**src/common/fesc_params.svh**
```systemverilog
// Constants for the flash erase/write/suspend host controller.
// Assumes a byte-wide flash driven through write and output strobes.
`ifndef FESC_PARAMS_SVH
`define FESC_PARAMS_SVH

// ===========================================================
// Flash command codes
`define FESC_CMD_READ_ARRAY 8'hff
`define FESC_CMD_READ_STATUS 8'h70
`define FESC_CMD_CLEAR_STATUS 8'h50
`define FESC_CMD_ERASE_SETUP 8'h20
`define FESC_CMD_CONFIRM 8'hd0
`define FESC_CMD_WRITE_SETUP 8'h40
`define FESC_CMD_WRITE_SETUP_ALT 8'h10
`define FESC_CMD_SUSPEND 8'hb0
`define FESC_CMD_RESUME 8'hd0

// ===========================================================
// Flash status bit positions
`define FESC_SR_READY 7
`define FESC_SR_ERASE_SUSP 6
`define FESC_SR_ERASE_ERR 5
`define FESC_SR_WRITE_ERR 4
`define FESC_SR_SUPPLY_LOW 3
`define FESC_SR_WRITE_SUSP 2
`define FESC_SR_LOCK_VIOL 1

// ===========================================================
// Avalon register byte offsets
`define FESC_REG_CTRL 4'h0
`define FESC_REG_ADDR 4'h4
`define FESC_REG_DATA 4'h8
`define FESC_REG_STAT 4'hc

// ===========================================================
// Control register fields (write of CTRL starts an operation)
`define FESC_OP_LSB 0
`define FESC_CTRL_ALT_SETUP 4

// ===========================================================
// Strobe timing: each strobe phase in ns, and cycles at 40 ns
`define FESC_PHASE_NS 80
`define FESC_CLK_NS 40
`define FESC_PHASE_CYC ((`FESC_PHASE_NS + `FESC_CLK_NS - 1) / `FESC_CLK_NS)

`endif

```
**src/common/fesc_pkg.sv**
```systemverilog
// Types for the flash erase/write/suspend host controller.
// Assumes fesc_params.svh is included by the users of the constants.
package fesc_pkg;

    // ===========================================================
    // Host operations that software can order
    typedef enum logic [2:0]
    {
        FESC_OP_NONE,
        FESC_OP_CLEAR,
        FESC_OP_ERASE,
        FESC_OP_WRITE,
        FESC_OP_SUSPEND,
        FESC_OP_RESUME,
        FESC_OP_READ_STATUS,
        FESC_OP_READ_ARRAY
    } fesc_op_t;

    // ===========================================================
    // One bus cycle handed to the strobe engine
    typedef struct packed
    {
        logic is_read;
        logic [20:0] addr;
        logic [7:0] data;
    } fesc_cyc_t;

    // ===========================================================
    // Flash pins driven by the controller
    typedef struct packed
    {
        logic ce_n;
        logic we_n;
        logic oe_n;
        logic [20:0] addr;
        logic [7:0] dq_out;
        logic dq_oe;
    } fesc_pins_t;

endpackage : fesc_pkg

```
**src/core/fesc_host.sv**
```systemverilog
// Host controller for a byte-wide flash: erase, write, suspend, resume.
// Assumes software on Avalon-MM and a flash on synchronous pins.
// Notes on behaviour
// - Clear-status is one write of 50H
// - Erase is setup then confirm in block
// - Write is setup 40H/10H then data
// - Erase suspend allows only listed commands
// - Write suspend allows only listed commands
//
// Added by the designer: register access over Avalon-MM and the register addresses.
`timescale 1ns/1ps
`include "fesc_params.svh"

module fesc_host #(
    parameter int PHASE_CYC = `FESC_PHASE_CYC
) (
    // Clock and reset
    input wire logic clk,
    input wire logic rstn,
    // Avalon-MM slave
    input wire logic [3:0] avs_address,
    input wire logic avs_read,
    input wire logic avs_write,
    input wire logic [31:0] avs_writedata,
    output logic [31:0] avs_readdata,
    output logic avs_waitrequest,
    // Flash pins
    output logic flash_ce_n,
    output logic flash_we_n,
    output logic flash_oe_n,
    output logic [20:0] flash_addr,
    output logic [7:0] flash_dq_out,
    output logic flash_dq_oe,
    input wire logic [7:0] flash_dq_in,
    input wire logic ready_busy_out
);

    // ===========================================================
    // Reset release
    logic rst_s1_ff, rst_n_ff;
    always_ff @(posedge clk or negedge rstn)
    begin
        if (!rstn)
        begin
            rst_s1_ff <= 1'b0;
            rst_n_ff <= 1'b0;
        end
        else
        begin
            rst_s1_ff <= 1'b1;
            rst_n_ff <= rst_s1_ff;
        end
    end

    // ===========================================================
    // Strobe engine
    logic eng_start;
    fesc_pkg::fesc_cyc_t eng_cyc;
    logic eng_done;
    logic [7:0] eng_rdata;
    fesc_pkg::fesc_pins_t pins;

    fesc_strobe #(.PHASE_CYC(PHASE_CYC)) u_strobe (
        .clk(clk),
        .rst_n(rst_n_ff),
        .start(eng_start),
        .cyc(eng_cyc),
        .done_ff(eng_done),
        .rdata_ff(eng_rdata),
        .pins_ff(pins),
        .dq_in(flash_dq_in)
    );

    // Pins come straight from the engine's flip-flops
    assign flash_ce_n = pins.ce_n;
    assign flash_we_n = pins.we_n;
    assign flash_oe_n = pins.oe_n;
    assign flash_addr = pins.addr;
    assign flash_dq_out = pins.dq_out;
    assign flash_dq_oe = pins.dq_oe;

    // ===========================================================
    // Sequencer and registers
    typedef enum logic [2:0] {S_IDLE, S_CMD1, S_CMD2, S_READ, S_RESP} s_t;
    s_t st_ff, nxt_st;
    fesc_pkg::fesc_op_t op_ff, nxt_op;
    logic alt_ff, nxt_alt;
    logic [20:0] addr_ff, nxt_addr;
    logic [7:0] data_ff, nxt_data;
    logic [7:0] status_ff, nxt_status;
    logic erase_susp_ff, nxt_erase_susp;
    logic write_susp_ff, nxt_write_susp;
    logic refused_ff, nxt_refused;
    logic [31:0] rdata_ff, nxt_rdata;
    logic wait_ff, nxt_wait;
    logic start_ff, nxt_start;
    fesc_pkg::fesc_cyc_t cyc_ff, nxt_cyc;
    logic wrun_ff, nxt_wrun; // Running operation is a byte write
    logic rb_busy;

    assign eng_start = start_ff;
    assign eng_cyc = cyc_ff;
    assign avs_readdata = rdata_ff;
    assign avs_waitrequest = wait_ff;
    assign rb_busy = !ready_busy_out; // High while running

    // Operation order and refusal; the host keeps suspend rules itself
    // so software cannot push the flash into an undefined sequence.
    always_comb
    begin
        fesc_pkg::fesc_op_t req;
        req = fesc_pkg::fesc_op_t'(avs_writedata[`FESC_OP_LSB +: 3]);
        nxt_st = st_ff;
        nxt_op = op_ff;
        nxt_alt = alt_ff;
        nxt_addr = addr_ff;
        nxt_data = data_ff;
        nxt_status = status_ff;
        nxt_erase_susp = erase_susp_ff;
        nxt_write_susp = write_susp_ff;
        nxt_refused = refused_ff;
        nxt_rdata = rdata_ff;
        nxt_wait = 1'b1;
        nxt_start = 1'b0;
        nxt_cyc = cyc_ff;
        nxt_wrun = wrun_ff;
        case (st_ff)
            S_IDLE:
            begin
                if (avs_read && wait_ff)
                begin
                    nxt_wait = 1'b0;
                    nxt_st = S_RESP;
                    if (avs_address == `FESC_REG_ADDR)
                        nxt_rdata = {11'h0, addr_ff};
                    else if (avs_address == `FESC_REG_DATA)
                        nxt_rdata = {24'h0, data_ff};
                    else if (avs_address == `FESC_REG_STAT)
                        nxt_rdata = {20'h0, refused_ff, write_susp_ff,
                            erase_susp_ff, rb_busy, status_ff};
                    else if (avs_address == `FESC_REG_CTRL)
                        nxt_rdata = {27'h0, alt_ff, 1'b0, op_ff};
                    else
                        nxt_rdata = 32'h0;
                end
                else if (avs_write && wait_ff)
                begin
                    if (avs_address == `FESC_REG_ADDR)
                    begin
                        nxt_addr = avs_writedata[20:0];
                        nxt_wait = 1'b0;
                        nxt_st = S_RESP;
                    end
                    else if (avs_address == `FESC_REG_DATA)
                    begin
                        nxt_data = avs_writedata[7:0];
                        nxt_wait = 1'b0;
                        nxt_st = S_RESP;
                    end
                    else if (avs_address == `FESC_REG_CTRL)
                    begin
                        nxt_op = req;
                        nxt_alt = avs_writedata[`FESC_CTRL_ALT_SETUP];
                        nxt_refused = 1'b0;
                        nxt_cyc.is_read = 1'b0;
                        nxt_cyc.addr = addr_ff;
                        nxt_start = 1'b1;
                        nxt_st = S_CMD1;
                        case (req)
                            fesc_pkg::FESC_OP_CLEAR:
                            begin
                                // Single write
                                nxt_cyc.data = `FESC_CMD_CLEAR_STATUS;
                                if (erase_susp_ff || write_susp_ff)
                                begin
                                    nxt_start = 1'b0;
                                    nxt_refused = 1'b1;
                                end
                            end
                            fesc_pkg::FESC_OP_ERASE:
                            begin
                                nxt_cyc.data = `FESC_CMD_ERASE_SETUP;
                                if (erase_susp_ff || write_susp_ff || rb_busy)
                                begin
                                    nxt_start = 1'b0;
                                    nxt_refused = 1'b1;
                                end
                                else
                                    nxt_wrun = 1'b0;
                            end
                            fesc_pkg::FESC_OP_WRITE:
                            begin
                                if (avs_writedata[`FESC_CTRL_ALT_SETUP])
                                    nxt_cyc.data = `FESC_CMD_WRITE_SETUP_ALT;
                                else
                                    nxt_cyc.data = `FESC_CMD_WRITE_SETUP;
                                if (write_susp_ff || rb_busy)
                                begin
                                    nxt_start = 1'b0;
                                    nxt_refused = 1'b1;
                                end
                                else
                                    nxt_wrun = 1'b1;
                            end
                            fesc_pkg::FESC_OP_SUSPEND:
                            begin
                                nxt_cyc.data = `FESC_CMD_SUSPEND;
                                if (!rb_busy)
                                begin
                                    nxt_start = 1'b0;
                                    nxt_refused = 1'b1;
                                end
                                else if (erase_susp_ff || wrun_ff)
                                    nxt_write_susp = 1'b1;
                                else
                                    nxt_erase_susp = 1'b1;
                            end
                            fesc_pkg::FESC_OP_RESUME:
                            begin
                                nxt_cyc.data = `FESC_CMD_RESUME;
                                if (write_susp_ff)
                                    nxt_write_susp = 1'b0;
                                else if (erase_susp_ff && !rb_busy)
                                begin
                                    nxt_erase_susp = 1'b0;
                                    nxt_wrun = 1'b0;
                                end
                                else
                                begin
                                    nxt_start = 1'b0;
                                    nxt_refused = 1'b1;
                                end
                            end
                            fesc_pkg::FESC_OP_READ_ARRAY:
                            begin
                                nxt_cyc.data = `FESC_CMD_READ_ARRAY;
                                if (rb_busy)
                                begin
                                    nxt_start = 1'b0;
                                    nxt_refused = 1'b1;
                                end
                            end
                            default:
                                nxt_cyc.data = `FESC_CMD_READ_STATUS;
                        endcase
                        if (!nxt_start)
                        begin
                            nxt_wait = 1'b0;
                            nxt_st = S_RESP;
                        end
                    end
                    else
                    begin
                        nxt_wait = 1'b0;
                        nxt_st = S_RESP;
                    end
                end
            end
            S_CMD1:
            begin
                if (eng_done)
                begin
                    nxt_start = 1'b1;
                    if (op_ff == fesc_pkg::FESC_OP_ERASE)
                    begin
                        nxt_cyc.data = `FESC_CMD_CONFIRM;
                        nxt_st = S_CMD2;
                    end
                    else if (op_ff == fesc_pkg::FESC_OP_WRITE)
                    begin
                        nxt_cyc.data = data_ff;
                        nxt_st = S_CMD2;
                    end
                    else
                    begin
                        // Status read-back after command
                        nxt_cyc.is_read = 1'b1;
                        nxt_st = S_READ;
                    end
                end
            end
            S_CMD2:
            begin
                if (eng_done)
                begin
                    nxt_start = 1'b1;
                    nxt_cyc.is_read = 1'b1; // Reads now give status
                    nxt_st = S_READ;
                end
            end
            S_READ:
            begin
                if (eng_done)
                begin
                    // Flags and ready mirrored from flash
                    nxt_status = eng_rdata;
                    nxt_wait = 1'b0;
                    nxt_st = S_RESP;
                end
            end
            default:
                nxt_st = S_IDLE;
        endcase
    end

    // Registers
    always_ff @(posedge clk or negedge rst_n_ff)
    begin
        if (!rst_n_ff)
        begin
            st_ff <= S_IDLE;
            op_ff <= fesc_pkg::FESC_OP_NONE;
            alt_ff <= 1'b0;
            addr_ff <= 21'h0;
            data_ff <= 8'h00;
            status_ff <= 8'h80;
            erase_susp_ff <= 1'b0;
            write_susp_ff <= 1'b0;
            refused_ff <= 1'b0;
            rdata_ff <= 32'h0;
            wait_ff <= 1'b1;
            start_ff <= 1'b0;
            cyc_ff <= '0;
            wrun_ff <= 1'b0;
        end
        else
        begin
            st_ff <= nxt_st;
            op_ff <= nxt_op;
            alt_ff <= nxt_alt;
            addr_ff <= nxt_addr;
            data_ff <= nxt_data;
            status_ff <= nxt_status;
            erase_susp_ff <= nxt_erase_susp;
            write_susp_ff <= nxt_write_susp;
            refused_ff <= nxt_refused;
            rdata_ff <= nxt_rdata;
            wait_ff <= nxt_wait;
            start_ff <= nxt_start;
            cyc_ff <= nxt_cyc;
            wrun_ff <= nxt_wrun;
        end
    end
endmodule : fesc_host

```
**src/core/fesc_strobe.sv**
```systemverilog
// Strobe engine: runs one flash bus cycle, write or read.
// Assumes flash inputs are synchronous to clk and the strobe phase
// length meets the flash setup and pulse widths.
`timescale 1ns/1ps
`include "fesc_params.svh"

module fesc_strobe #(
    parameter int PHASE_CYC = `FESC_PHASE_CYC
) (
    // Clock and reset
    input wire logic clk,
    input wire logic rst_n,
    // Request
    input wire logic start,
    input wire fesc_pkg::fesc_cyc_t cyc,
    output logic done_ff,
    output logic [7:0] rdata_ff,
    // Flash pins
    output fesc_pkg::fesc_pins_t pins_ff,
    input wire logic [7:0] dq_in
);

    // ===========================================================
    // Cycle sequencer
    typedef enum logic [1:0] {ST_IDLE, ST_SETUP, ST_PULSE, ST_HOLD} st_t;
    st_t st_ff, nxt_st;
    logic [7:0] cnt_ff, nxt_cnt;
    logic nxt_done;
    logic [7:0] nxt_rdata;
    fesc_pkg::fesc_pins_t nxt_pins;
    localparam logic [7:0] PH = 8'(PHASE_CYC);

    // Next values; a strobe pulse stays low a full phase so data latch
    // on its rising edge, and output strobe returns high between reads.
    always_comb
    begin
        nxt_st = st_ff;
        nxt_cnt = cnt_ff;
        nxt_done = 1'b0;
        nxt_rdata = rdata_ff;
        nxt_pins = pins_ff;
        case (st_ff)
            ST_IDLE:
            begin
                if (start)
                begin
                    nxt_pins.addr = cyc.addr;
                    nxt_pins.dq_out = cyc.data;
                    nxt_pins.dq_oe = !cyc.is_read;
                    nxt_pins.ce_n = 1'b0;
                    nxt_cnt = 8'h00;
                    nxt_st = ST_SETUP;
                end
            end
            ST_SETUP:
            begin
                nxt_cnt = cnt_ff + 8'h01;
                if (cnt_ff + 8'h01 >= PH)
                begin
                    nxt_cnt = 8'h00;
                    if (pins_ff.dq_oe)
                        nxt_pins.we_n = 1'b0;
                    else
                        nxt_pins.oe_n = 1'b0; // Status latched on fall
                    nxt_st = ST_PULSE;
                end
            end
            ST_PULSE:
            begin
                nxt_cnt = cnt_ff + 8'h01;
                if (cnt_ff + 8'h01 >= PH)
                begin
                    nxt_cnt = 8'h00;
                    nxt_rdata = pins_ff.dq_oe ? rdata_ff : dq_in;
                    nxt_pins.we_n = 1'b1; // Latch on rising edge
                    nxt_pins.oe_n = 1'b1; // Return high before next read
                    nxt_st = ST_HOLD;
                end
            end
            default:
            begin
                nxt_cnt = cnt_ff + 8'h01;
                if (cnt_ff + 8'h01 >= PH)
                begin
                    nxt_pins.ce_n = 1'b1;
                    nxt_pins.dq_oe = 1'b0;
                    nxt_done = 1'b1;
                    nxt_st = ST_IDLE;
                end
            end
        endcase
    end

    // Registers
    always_ff @(posedge clk or negedge rst_n)
    begin
        if (!rst_n)
        begin
            st_ff <= ST_IDLE;
            cnt_ff <= 8'h00;
            done_ff <= 1'b0;
            rdata_ff <= 8'h00;
            pins_ff <= '{ce_n: 1'b1, we_n: 1'b1, oe_n: 1'b1, addr: 21'h0,
                dq_out: 8'h00, dq_oe: 1'b0};
        end
        else
        begin
            st_ff <= nxt_st;
            cnt_ff <= nxt_cnt;
            done_ff <= nxt_done;
            rdata_ff <= nxt_rdata;
            pins_ff <= nxt_pins;
        end
    end
endmodule : fesc_strobe

```
**config.mk**
```make
export PLATFORM = sky130hd
export DESIGN_NAME = fesc_host
export DESIGN_NICKNAME = d
export VERILOG_FILES = /design/src/common/fesc_pkg.sv /design/src/core/fesc_host.sv /design/src/core/fesc_strobe.sv
export VERILOG_INCLUDE_DIRS = /design/src /design/src/common
export SDC_FILE = /design/constraint.sdc
export NUM_CORES = 1
export LEC_CHECK = 0
export BUFFER_PORTS_ARGS = -buffer_cell sky130_fd_sc_hd__buf_4
export CAP_MARGIN = 20
export CORE_ASPECT_RATIO = 0.9
export CORE_UTILIZATION = 40
export CTS_CLUSTER_DIAMETER = 100
export CTS_CLUSTER_SIZE = 28
export DETAILED_ROUTE_END_ITERATION = 10
export RECOVER_POWER = 100
export SKIP_CTS_REPAIR_TIMING = 1
export SYNTH_ARGS = -nofsm -noshare
export SYNTH_HDL_FRONTEND = slang
export SYNTH_SLANG_ARGS = --single-unit
```
**constraint.sdc**
```tcl
create_clock -name clk -period 4.7 [get_ports clk]
set_input_delay 0.235 -clock clk [delete_from_list [all_inputs] [get_ports clk]]
set_output_delay 0.235 -clock clk [all_outputs]
set_load 0.005 [all_outputs]
```
==> run metrics <==
DRC=0; area grow syn2layout=20.5%; maximum clock rate=336 MHz; sequential share of the synthesized area=55.6%; post-route setup TNS=0 ns; Seq cells post-synth=155; Register Area=3880 um^2; clk_lat worst skew=around 0.43 ns; Slew headroom=-5.19%; Net Sw Frac=29.3%; Tightest Pin Transition=1.58 ns; static leakage power=4.02 nW; CTS Buf Count=17; Die X=about 140 um; Clock Path Buffers=2; Critical Path AT=3.34 ns; Crit-path slowest cell=nor3_1; CP endpoint kind=flip-flop; Worst path max stage delay=1.18 ns; Post-synth EDFFs=0; crit path cell chain=nor3_1, nand3_1, clkbuf_1, nor3_1, a22o_1; root buffer cell=clkbuf_16; DRT iter0 DRCs=364; drt total wl=roughly 15000 um; largest net degree at the start of global routing=80; Reg2Reg Depth=5; full die area=18000 um^2; CP Max Fanout=34; VDD IR-drop max=about 0.29 mV; Max Transition Viols Final=39; Final Setup Violations=0; crit path launch type=flip-flop; clock skew=0.00965 ns; Routed Antenna Nets=0; Warnings, synthesis=0; WL/cell=16.5 um; drt pass-1 iters=4; Psw=1.15 mW; Area after DPL=7810 um^2; total power=around 3.9 mW; min-delay worst type=in -> reg; boundary pin count=between 100 and 150; total grt overflow=0; initial antenna violation count=0; hold endpoint=addr_ff[14]$_DFFE_PN0P_; largest delay contributor family on the critical path=simple AND/OR/NAND/NOR gates; Synth area leader=dfrtp_1; Core Footprint=16900 um^2; final worst path period share=between 60% and 70%; DR vias=4709; RR Startpoint=st_ff[0]$_DFFE_PN0P_; outcome=finished, violations left; PortBufs=just over 90; Worst path most repeated cell=nor3_1; number of global-route vias before repair=4740; first-pass GRT wire length=25000 um; syn_area_per_cell=~12 um^2; commonest non-fill, non-tap cell in the layout=dfrtp_1; multi-input gate area in the final layout=2820 um^2; fin nets=728; minimum clock period=2.98 ns; final hold violation count=0; Main synth FF type=dfrtp_1; CTS tree=yes; Starting Density=about two fifths; data required time at the worst endpoint=5.06 ns; routability-driven placement congestion ratio=between 0.8 and 0.9; clock-pin slew on the worst setup and hold paths=roughly 0.060 ns; largest cells by area after synthesis=dfrtp_1, mux2_2, nand2_1; Max Cap Viol=1; design area=8410 um^2; failing checks=capacitance limit, slew limit; Pint=2.78 mW; share of post-route cells with drive strength above 1=about 33%; crit path kind=reg -> reg; commonest cells after routing, fill and taps aside=dfrtp_1, mux2_2, nand2_1, clkbuf_4, buf_4; Buffers & Inverters on Critical Path=1; Syn Std Cell Area=6980 um^2; fraction of registers with async set/reset=100%; DR vias/cell=5.12; hold path cells=2; Comb power frac=19.0%; FF-to-FF setup slack=roughly 1.7 ns; # fillers=1537; gr usage total=18.3%; PD cells=467 nW/um^2; Flop pwr share=between 40% and 50%; share of the synthesized area in the top cell type=53.8%; clk sink count=155; antenna cells=0; Die Y-Extent=127 um; HP Start=avs_writedata[14]; final core utilization=a little under 50%; Site Rows=45; post-synthesis cell type count=67; unrepaired setup endpoints after global routing=false; CTS H-tree lvls=4; Synth Instances=586; reg2reg end=avs_readdata[17]$_DFFE_PN0P_; clock power share=between 30% and 40%; Detailed Place HPWL=10700 um
-- cell families after synthesis --
logic type / synth area share [%]
buffers and inverters: 4.07
AO/OA/AOI/OAI: 11.8
adder cells (fa/ha/maj): 1.25
multiplexers: 16.3
other: 0.108
XOR/XNOR: 0.878
AND/OR/NAND/NOR: 9.95
flip-flops: 55.6
-- layout make-up --
type	count	share of cell area [%]
sequential	155	46.2
multi-input combinational	385	33.6
timing repair buffer	101	8.66
clock buffer	21	5.71
tap	235	3.49
clock inverter	11	1.87
inverter	12	0.535
-- how the worst max path moves through the flow --
| stage | endpoint | cells past startpoint | startpoint |
|---|---|---|---|
| 2_1_floorplan | addr_ff[0]$_DFFE_PN0P_ | 0 | rst_n_ff$_DFF_PN0_ |
| 3_3_place_gp | addr_ff[19]$_DFFE_PN0P_ | 4 | avs_waitrequest$_DFF_PN1_ |
| 3_5_place_dp | addr_ff[18]$_DFFE_PN0P_ | 4 | avs_waitrequest$_DFF_PN1_ |
| 4_1_cts | addr_ff[18]$_DFFE_PN0P_ | 4 | avs_waitrequest$_DFF_PN1_ |
| 5_1_grt | avs_readdata[15]$_DFFE_PN0P_ | 5 | st_ff[0]$_DFFE_PN0P_ |
| 6_report | avs_readdata[17]$_DFFE_PN0P_ | 5 | st_ff[0]$_DFFE_PN0P_ |
-- state kept, by name, indices dropped and copies added, names as in the netlist, 2 cells and up --
name,flops
avs_readdata,21
addr_ff,21
u_strobe.st_ff,2
op_ff,3
u_strobe.cnt_ff,8
u_strobe.rdata_ff,8
u_strobe.pins_ff,33
status_ff,8
st_ff,3
data_ff,8
cyc_ff,30
-- metal layers --
layer,wire length (um),vias to the layer above,track usage (%)
met5,0,-,0
met2,7120,103,28.1
met3,835,9,5.17
met4,137,0,6.52
li1,-,2254,-
met1,7070,2343,24.8
-- per-stage QoR --
stage               instances  setup WS (ns)  hold slack (ns)
finish                    920           1.72           0.0381
global route              920           1.42           0.0188
CTS                       917           1.90           -0.443
detailed placement        885           1.94           0.0195
global placement          885           1.98           0.0172
floorplan                 596         0.0702          -0.0606
-- synth_stat cells (all sizes together) (7+ instances only) --
library cell	number
nor2	26
buf	24
nand3	13
nand2	56
o31ai	9
inv	12
ha	7
a22o	19
mux2	91
mux2i	11
o21ai	38
a21oi	23
dfrtp	150
clkbuf	20
-- power groups by stage --
stage	registers (mW)	logic [mW]	clock network, mW
floorplan	1.69	0.567	0
global placement	1.75	0.728	0
detailed placement	1.76	0.752	0
CTS	1.74	0.759	1.49
global route	1.76	0.843	1.55
finish	1.73	0.747	1.46
(Power assumes the default switching activity.)
